$ cat src/supply_status_pkg.sv
// Constants and carrier types for the supply, mode and status word block.
// Assumes one 250 MHz clock, and that the serial front end delivers one
// access strobe per frame that addresses control register 1.
// How it works
// Status word is sampled out on every access to control register 1.
// Bit 0 flags battery supply overvoltage failure.
// Bit 1 flags battery supply undervoltage failure.
// Bit 2 flags die temperature above the warning level.
// Bit 3 flags first shutdown; all outputs but regulator 1 go off.
// Bit 4 flags second shutdown; every output including regulator 1 off.
// Bit 5 flags regulator 1 low over 2 us or still low 4 ms on.
// Bit 6 flags regulator 2 low over 2 us or still low 4 ms on.
// Bits 8..7 hold mode: active, regulator-1 standby, battery standby, flash.
// A status read in regulator-1 standby wakes to active; mode reads 00.
// Bits 11..9 count failed restarts after thermal shutdown.
// Bits 15..12 count watchdog time-outs.
// Time-out count clears on valid trigger or forced sleep entry.
// Bit 16 mirrors the watchdog trigger bit of control register 0.
// Bits 19, 18, 17: LIN dominant time-out, short battery, short ground.
// Bits 21..20 read zero; whole word is zero after reset.
package supply_status_pkg;
  localparam int STATUS_W = 22;
  localparam int CLK_MHZ = 250;
  localparam int FAIL_FILT_NS = 2000;
  localparam int TURNON_CHECK_US = 4000;
  // Least time: round up
  localparam int FAIL_FILT_CYC = (FAIL_FILT_NS * CLK_MHZ + 999) / 1000;
  localparam int TURNON_CHECK_CYC = TURNON_CHECK_US * CLK_MHZ;
  localparam int FILT_W = 10;
  localparam int TURNON_W = 20;
  localparam int BIT_OV = 0;
  localparam int BIT_UV = 1;
  localparam int BIT_TW = 2;
  localparam int BIT_THERMAL_SHUTDOWN_LVL1 = 3;
  localparam int BIT_THERMAL_SHUTDOWN_LVL2 = 4;
  localparam int BIT_REG1_FAIL = 5;
  localparam int BIT_REG2_FAIL = 6;
  localparam int BIT_MODE_LO = 7;
  localparam int BIT_RESTART_LO = 9;
  localparam int BIT_WDOG_LO = 12;
  localparam int BIT_WDOG_TRIGGER_MIRROR = 16;
  localparam int BIT_LIN_GND = 17;
  localparam int BIT_LIN_BAT = 18;
  localparam int BIT_LIN_DOM = 19;
  localparam logic [21:0] STATUS_RESET = 22'h000000;
  localparam logic [3:0] WDOG_MAX = 4'hF;
  localparam logic [2:0] RESTART_MAX = 3'h7;

  typedef enum logic [1:0] {
    MODE_ACTIVE = 2'h0,
    MODE_REG1_STBY = 2'h1,
    MODE_BAT_STBY = 2'h2,
    MODE_FLASH = 2'h3
  } mode_t;

  typedef struct packed {
    logic bat_overvolt;
    logic bat_undervolt;
    logic temp_warn;
    logic temp_shut1;
    logic temp_shut2;
    logic reg1_low;
    logic reg1_on;
    logic reg2_low;
    logic reg2_on;
    logic restart_fail;
    logic restart_ok;
    logic wdog_timeout;
    logic wdog_valid_wdog_trigger_mirror;
    logic wdog_wdog_trigger_mirror_bit;
    logic lin_dom_to;
    logic lin_lin_short_battery_flag;
    logic lin_lin_short_ground_flag;
  } cond_t;

  typedef struct packed {
    logic [STATUS_W-1:0] word;
    mode_t mode;
    logic [2:0] restarts;
    logic [3:0] wdog_cnt;
    logic [FILT_W-1:0] r1_low_cnt;
    logic [FILT_W-1:0] r2_low_cnt;
    logic [TURNON_W-1:0] r1_on_cnt;
    logic [TURNON_W-1:0] r2_on_cnt;
    logic r1_fail;
    logic r2_fail;
    logic outs_off;
    logic reg1_off;
    logic wake;
  } state_t;
endpackage : supply_status_pkg

$ cat src/supply_mode_status_register.sv
// Status word of the power manager, loaded on every control-1 access.
// Assumes conditions arrive as clean synchronous levels or pulses, and the
// serial engine shifts status_word out of the frame after access_strobe.
`timescale 1ns/1ps
module supply_mode_status_register (
  input wire logic clk,
  input wire logic sys_rst,
  input wire supply_status_pkg::cond_t cond,
  input wire supply_status_pkg::mode_t mode_req,
  input wire logic mode_req_valid,
  input wire logic access_strobe,
  output logic [supply_status_pkg::STATUS_W-1:0] status_word,
  output logic outputs_off,
  output logic reg1_off,
  output logic wake_event
);
  import supply_status_pkg::*;

  state_t s_reg;
  state_t s_next;
  logic [STATUS_W-1:0] live;

  always_comb begin
    s_next = s_reg;
    s_next.wake = 1'b0;
    // Mode: a read in regulator-1 standby is a wake-up
    if (access_strobe && s_reg.mode == MODE_REG1_STBY) begin
      s_next.mode = MODE_ACTIVE;
      s_next.wake = 1'b1;
    end else if (mode_req_valid) begin
      s_next.mode = mode_req;
    end
    // Regulator glitch filter and turn-on check, counters saturate
    if (cond.reg1_low) begin
      if (s_reg.r1_low_cnt != FILT_W'(FAIL_FILT_CYC))
        s_next.r1_low_cnt = s_reg.r1_low_cnt + 1'b1;
    end else begin
      s_next.r1_low_cnt = '0;
    end
    if (cond.reg2_low) begin
      if (s_reg.r2_low_cnt != FILT_W'(FAIL_FILT_CYC))
        s_next.r2_low_cnt = s_reg.r2_low_cnt + 1'b1;
    end else begin
      s_next.r2_low_cnt = '0;
    end
    if (!cond.reg1_on)
      s_next.r1_on_cnt = '0;
    else if (s_reg.r1_on_cnt != TURNON_W'(TURNON_CHECK_CYC))
      s_next.r1_on_cnt = s_reg.r1_on_cnt + 1'b1;
    if (!cond.reg2_on)
      s_next.r2_on_cnt = '0;
    else if (s_reg.r2_on_cnt != TURNON_W'(TURNON_CHECK_CYC))
      s_next.r2_on_cnt = s_reg.r2_on_cnt + 1'b1;
    s_next.r1_fail = cond.reg1_low &&
      (s_reg.r1_low_cnt == FILT_W'(FAIL_FILT_CYC) ||
       s_reg.r1_on_cnt == TURNON_W'(TURNON_CHECK_CYC - 1));
    s_next.r2_fail = cond.reg2_low &&
      (s_reg.r2_low_cnt == FILT_W'(FAIL_FILT_CYC) ||
       s_reg.r2_on_cnt == TURNON_W'(TURNON_CHECK_CYC - 1));
    // Restart attempts after thermal shutdown
    if (cond.restart_ok)
      s_next.restarts = '0;
    else if (cond.restart_fail && s_reg.restarts != RESTART_MAX)
      s_next.restarts = s_reg.restarts + 1'b1;
    // Watchdog time-outs; the 15th failure enters forced sleep and clears
    if (cond.wdog_valid_wdog_trigger_mirror)
      s_next.wdog_cnt = '0;
    else if (cond.wdog_timeout) begin
      if (s_reg.wdog_cnt == WDOG_MAX - 4'h1)
        s_next.wdog_cnt = '0;
      else
        s_next.wdog_cnt = s_reg.wdog_cnt + 1'b1;
    end
    s_next.outs_off = cond.temp_shut1 || cond.temp_shut2;
    s_next.reg1_off = cond.temp_shut2;
    // Sample the live word only at an access, so a frame shifts a stable value
    if (access_strobe)
      s_next.word = live;
  end

  always_comb begin
    live = STATUS_RESET;
    live[BIT_OV] = cond.bat_overvolt;
    live[BIT_UV] = cond.bat_undervolt;
    live[BIT_TW] = cond.temp_warn;
    live[BIT_THERMAL_SHUTDOWN_LVL1] = cond.temp_shut1;
    live[BIT_THERMAL_SHUTDOWN_LVL2] = cond.temp_shut2;
    live[BIT_REG1_FAIL] = s_reg.r1_fail;
    live[BIT_REG2_FAIL] = s_reg.r2_fail;
    // A wake read reports the mode it lands in
    live[BIT_MODE_LO +: 2] = (s_reg.mode == MODE_REG1_STBY) ?
      MODE_ACTIVE : s_reg.mode;
    live[BIT_RESTART_LO +: 3] = s_reg.restarts;
    live[BIT_WDOG_LO +: 4] = s_reg.wdog_cnt;
    live[BIT_WDOG_TRIGGER_MIRROR] = cond.wdog_wdog_trigger_mirror_bit;
    live[BIT_LIN_DOM] = cond.lin_dom_to;
    live[BIT_LIN_BAT] = cond.lin_lin_short_battery_flag;
    live[BIT_LIN_GND] = cond.lin_lin_short_ground_flag;
  end

  always_ff @(posedge clk) begin
    if (sys_rst) begin
      s_reg <= '0;
      s_reg.word <= STATUS_RESET;
      s_reg.mode <= MODE_ACTIVE;
    end else begin
      s_reg <= s_next;
    end
  end

  assign status_word = s_reg.word;
  assign outputs_off = s_reg.outs_off;
  assign reg1_off = s_reg.reg1_off;
  assign wake_event = s_reg.wake;

  reserved_zero_a: assert property (@(posedge clk) disable iff (sys_rst)
    status_word[21:20] == 2'h0) else $error("reserved bits set");
  word_load_a: assert property (@(posedge clk) disable iff (sys_rst)
    access_strobe |=> status_word[BIT_WDOG_TRIGGER_MIRROR] == $past(cond.wdog_wdog_trigger_mirror_bit))
    else $error("trigger mirror wrong");
  word_hold_a: assert property (@(posedge clk) disable iff (sys_rst)
    !access_strobe |=> $stable(status_word))
    else $error("word changed without access");
  wake_mode_a: assert property (@(posedge clk) disable iff (sys_rst)
    (access_strobe && s_reg.mode == MODE_REG1_STBY) |=>
    status_word[8:7] == 2'h0 && s_reg.mode == MODE_ACTIVE && wake_event)
    else $error("wake read wrong");
  thermal_off_a: assert property (@(posedge clk) disable iff (sys_rst)
    cond.temp_shut2 |=> reg1_off && outputs_off)
    else $error("shutdown 2 outputs on");
  thermal_lvl1_a: assert property (@(posedge clk) disable iff (sys_rst)
    (cond.temp_shut1 && !cond.temp_shut2) |=> outputs_off && !reg1_off)
    else $error("shutdown 1 wrong");
  wdog_clear_a: assert property (@(posedge clk) disable iff (sys_rst)
    cond.wdog_valid_wdog_trigger_mirror |=> s_reg.wdog_cnt == 4'h0)
    else $error("wdog count not cleared");
  wdog_count_a: assert property (@(posedge clk) disable iff (sys_rst)
    (cond.wdog_timeout && !cond.wdog_valid_wdog_trigger_mirror && s_reg.wdog_cnt < 4'hE)
    |=> s_reg.wdog_cnt == $past(s_reg.wdog_cnt) + 4'h1)
    else $error("wdog count not incremented");
  reg1_glitch_a: assert property (@(posedge clk) disable iff (sys_rst)
    (!cond.reg1_low ##1 cond.reg1_low [*2] ##1 !cond.reg1_low
     && s_reg.r1_on_cnt > 20'h1) |=> !s_reg.r1_fail)
    else $error("short dip flagged");
  flags_pass_a: assert property (@(posedge clk) disable iff (sys_rst)
    access_strobe |=> status_word[2:0] == {$past(cond.temp_warn),
    $past(cond.bat_undervolt), $past(cond.bat_overvolt)})
    else $error("supply flags wrong");
  tsd_flags_a: assert property (@(posedge clk) disable iff (sys_rst)
    access_strobe |=> status_word[4:3] == {$past(cond.temp_shut2),
    $past(cond.temp_shut1)})
    else $error("shutdown flags wrong");
  lin_flags_a: assert property (@(posedge clk) disable iff (sys_rst)
    access_strobe |=> status_word[19:17] == {$past(cond.lin_dom_to),
    $past(cond.lin_lin_short_battery_flag), $past(cond.lin_lin_short_ground_flag)})
    else $error("LIN flags wrong");
  mode_load_a: assert property (@(posedge clk) disable iff (sys_rst)
    (mode_req_valid && !(access_strobe && s_reg.mode == MODE_REG1_STBY))
    |=> s_reg.mode == $past(mode_req))
    else $error("mode not loaded");
  reg1_fail_a: assert property (@(posedge clk) disable iff (sys_rst)
    (cond.reg1_low && s_reg.r1_low_cnt == FILT_W'(FAIL_FILT_CYC))
    |=> s_reg.r1_fail)
    else $error("reg1 fail missed");
  reg2_fail_a: assert property (@(posedge clk) disable iff (sys_rst)
    (cond.reg2_low && s_reg.r2_low_cnt == FILT_W'(FAIL_FILT_CYC))
    |=> s_reg.r2_fail)
    else $error("reg2 fail missed");
  restart_clr_a: assert property (@(posedge clk) disable iff (sys_rst)
    cond.restart_ok |=> s_reg.restarts == 3'h0)
    else $error("restart count not cleared");
  restart_sat_a: assert property (@(posedge clk) disable iff (sys_rst)
    (cond.restart_fail && !cond.restart_ok && s_reg.restarts == 3'h7)
    |=> s_reg.restarts == 3'h7)
    else $error("restart count wrapped");
  wdog_sleep_a: assert property (@(posedge clk) disable iff (sys_rst)
    (cond.wdog_timeout && !cond.wdog_valid_wdog_trigger_mirror && s_reg.wdog_cnt == 4'hE)
    |=> s_reg.wdog_cnt == 4'h0)
    else $error("forced sleep did not clear");
endmodule : supply_mode_status_register

$ cat config.mk
export PLATFORM = sky130hd
export DESIGN_NAME = supply_mode_status_register
export DESIGN_NICKNAME = d
export VERILOG_FILES = /design/src/supply_status_pkg.sv /design/src/supply_mode_status_register.sv
export SDC_FILE = /design/constraint.sdc
export NUM_CORES = 1
export LEC_CHECK = 0
export BUFFER_PORTS_ARGS = -buffer_cell sky130_fd_sc_hd__buf_2
export CAP_MARGIN = 30
export CORE_ASPECT_RATIO = 0.8
export CORE_MARGIN = 3
export CORE_UTILIZATION = 60
export CTS_CLUSTER_SIZE = 40
export DETAILED_ROUTE_END_ITERATION = 8
export GPL_TIMING_DRIVEN = 0
export PLACE_DENSITY = 0.82
export SLEW_MARGIN = 20
export SYNTH_ARGS = -nofsm -noshare
export SYNTH_HDL_FRONTEND = slang
export SYNTH_SLANG_ARGS = --single-unit
$ cat constraint.sdc
create_clock -name clk -period 3.1 [get_ports clk]
set_input_delay 0.465 -clock clk [delete_from_list [all_inputs] [get_ports clk]]
set_output_delay 0.465 -clock clk [all_outputs]
set_load 0.1 [all_outputs]
==> impl_metrics.ini <==
[outcome]
run_status = completed

[clocking]
clock_tree_from_tritoncts = built
postCtsResizedCells = 0
htree_num_levels = 3
post_cts_hold_buffer_count = 0
worstSkewPairLatency_ps = 360
clock-root-buffer = clkbuf_8
numCtsBuffers = 9
clk_transition_reported_paths_ps = 90
buffers_inserted_by_post_cts_timing_repair = 0
worst_case_clock_buffer_depth = 2
cts_sinks = 94

[layout]
final_design_area_no_fill_um2 = 4760
ant_diodes = 0
final_core_util = 0.717
mostFrequentLayoutCells = dfxtp_1, nor2_1, buf_2
area.growth.synth_to_final_pct = 12.1
layout.cells.most_common = dfxtp_1
largest_reg_flops = 62
layout-drive-gt1-share = 0.159
fill_cells = 543
final_nets = 568

[routing]
detailedRoute.firstPassIterationCount = 7
routed_wire_length_per_instance_um = 13.3
route.detailed.vias_per_inst = 5.54
drc = 0
drtAntennaViolNets = 0
finalWirelength_um = 8270
routed-via-count = 3454
initial_detailed_routing_violation_count = 191

[grt]
grt-busiest-layer = met2
grt_use_met2 = 0.369
grt_pass1_vias = 3205
grt_use_met3 = 0.0464
grtUsageTotal = 0.214
grt.met1_usage = 0.275
largest_net_degree_at_the_start_of_global_routing = 17
grt_antenna_before_repair = 0
gr-total-overflow = 0
grt_first_pass_wirelength_um = 14200

[pwr]
leakage_power_uw = 0.00183
design_power_total_uw = 2200
pwr_density_cell_nw_per_um2 = 462
vdd_drop_max_v = 0.000294

[critical_path]
worst-path-max-fanout = 7
critical_path.top_delay_family = simple AND/OR/NAND/NOR gates
r2r_slack_ps = 910
timing.critical_path.buf_inv = 1
regToRegStartpoint = s_reg[5]$_SDFFE_PP0P_
critical-path-slowest-cell = or4_1
critPathMostFrequentCell = or4_1
cp.required_ps = 3390
r2r_cells = 6
worstPathCellList = ha_1, nand2_1, or4_1, buf_2, or4_1, a21oi_1
regToRegEndpoint = s_reg[23]$_SDFFE_PP0P_
max_stage_delay_ps = 510
setup.worst_path.class = flop to flop
crit_arrival_ps = 2480
crit_path_start_kind = flop
cp-end-kind = flop

[floorplanning]
start_util = 0.640
dieArea_um2 = 8130
die_height_um = 81.2
die_width_um = 100
std_cell_rows = 26
io-pin-count = 48
core_region_area_um2 = 6640

[timing]
timing.final.max_slew_violations = 0
max_freq_mhz = 458
timing.setup.tns_ps = 0
timing_hold_violations_final = 0
timing.final.setup_violations = 0
rsz0062_at_grt = no
worst-slew-pin-transition_ps = 771
finalCriticalPeriod_ps = 2190
fin_worst_skew_ps = 11.6
final_period_utilization = 0.705
maxSlewHeadroom = 0.486

[logic_synthesis]
synth_seq_cells = 94
post_synth_inst_count = 479
synthDominantAreaCellType = dfxtp_1
synth_seq_area_share = 0.443
synth.distinct_cells = 43
ys_async_sr_fraction = 0
ys_top_cells_by_area = dfxtp_1, mux2i_1, nor2_1
synthesis.yosys.warnings = 0
synth-main-ff-cell = dfxtp_1
combined_area_of_all_synthesized_cells_um2 = 4250
syn_avg_cell_area_um2 = 8.87
synth_enable_flop_cells = 0
post-synth-top-area-fraction = 0.443

[worst_hold_path]
hold_path_depth = 2
worst_hold_path_type = input port to flop
hold_end = live[9]$_SDFFE_PP0P_
hp-start = cond[6]

[place]
dpl-instance-area_um2 = 4580
gp_congestion = 0.830
port_buffers = 44
place_hpwl_um = 6060

[run]
drv.max_cap_violation_count = 0
-- report_power, final --
part	switching [µW]	internal, µW	leakage (µW)
Combinational	147	59.8	0.000982
Sequential	15.5	1230	0.000762
Clock	428	321	0.0000866
Total	590	1610	0.00183
-- stage by stage --
stage	hold slack, ps	setup slack (ps)	instances
after CTS	288	920	624
after floorplan	440	1140	480
after global placement	454	961	608
final	299	914	624
after detailed placement	466	887	608
after global routing	297	784	624
-- final cells by class --
type                       instances  area (µm²)  area share
inverter                          17        63.8      0.0134
clock buffer                      11         141      0.0297
clock inverter                     5        41.3     0.00868
timing repair buffer              44         220      0.0463
sequential                        94        1880       0.395
buffer                            36         219      0.0460
multi-input combinational        333        2090       0.438
tap                               84         105      0.0221
-- cells in the mapped netlist, types with 10 or more instances --
cell type and n:
buf_4 22, nand4_1 12, dfxtp_1 94, nor3_1 22, xnor2_1 16, o21ai_0 14
or3_1 12, nand2_1 26, mux2i_1 25, inv_1 17, a21oi_1 26, ha_1 10
nor2_1 58, xor2_1 14, clkbuf_1 11, nand3_1 27
-- worst register-to-register path: cells and delay by family, from the launching register on --
| kind | cells | cell delay [ps] |
|---|---|---|
| flip-flops | 1 | 410 |
| AND/OR/NAND/NOR | 3 | 1120 |
| adder cells (fa/ha/maj) | 1 | 280 |
| AO/OA/AOI/OAI | 1 | 150 |
| buffers and inverters | 1 | 170 |
-- routing by layer --
layer | up-vias | share of wire
met3 | 8 | 0.046
met2 | 69 | 0.47
met4 | 0 | 0.0068
li1 | 1771 | -
met1 | 1606 | 0.48
met5 | - | 0
-- worst max-delay path by stage --
| stage | cells after the start | start | slack [ps] | end |
|---|---|---|---|---|
| after floorplan | 6 | s_reg[5]$_SDFFE_PP0P_ | 1140 | s_reg[23]$_SDFFE_PP0P_ |
| after global placement | 6 | sys_rst | 960 | s_reg[36]$_SDFFE_PP0P_ |
| after detailed placement | 6 | sys_rst | 890 | s_reg[32]$_SDFFE_PP0P_ |
| after CTS | 6 | s_reg[5]$_SDFFE_PP0P_ | 920 | s_reg[23]$_SDFFE_PP0P_ |
| after global routing | 6 | s_reg[5]$_SDFFE_PP0P_ | 780 | s_reg[23]$_SDFFE_PP0P_ |
| final | 6 | s_reg[5]$_SDFFE_PP0P_ | 910 | s_reg[23]$_SDFFE_PP0P_ |
-- cells by family (layout without fill, tap and decap cells) --
family	Yosys count	in the layout	share of synthesized area
compound gates	61	61	0.0851
xor+xnor	30	30	0.0619
fa+ha+maj	10	10	0.0295
buf+inv	53	113	0.0666
flops	94	94	0.443
mux	26	26	0.0616
other cells	1	2	0.000883
simple gates	204	204	0.251
Power figures use the tool's default switching activity.
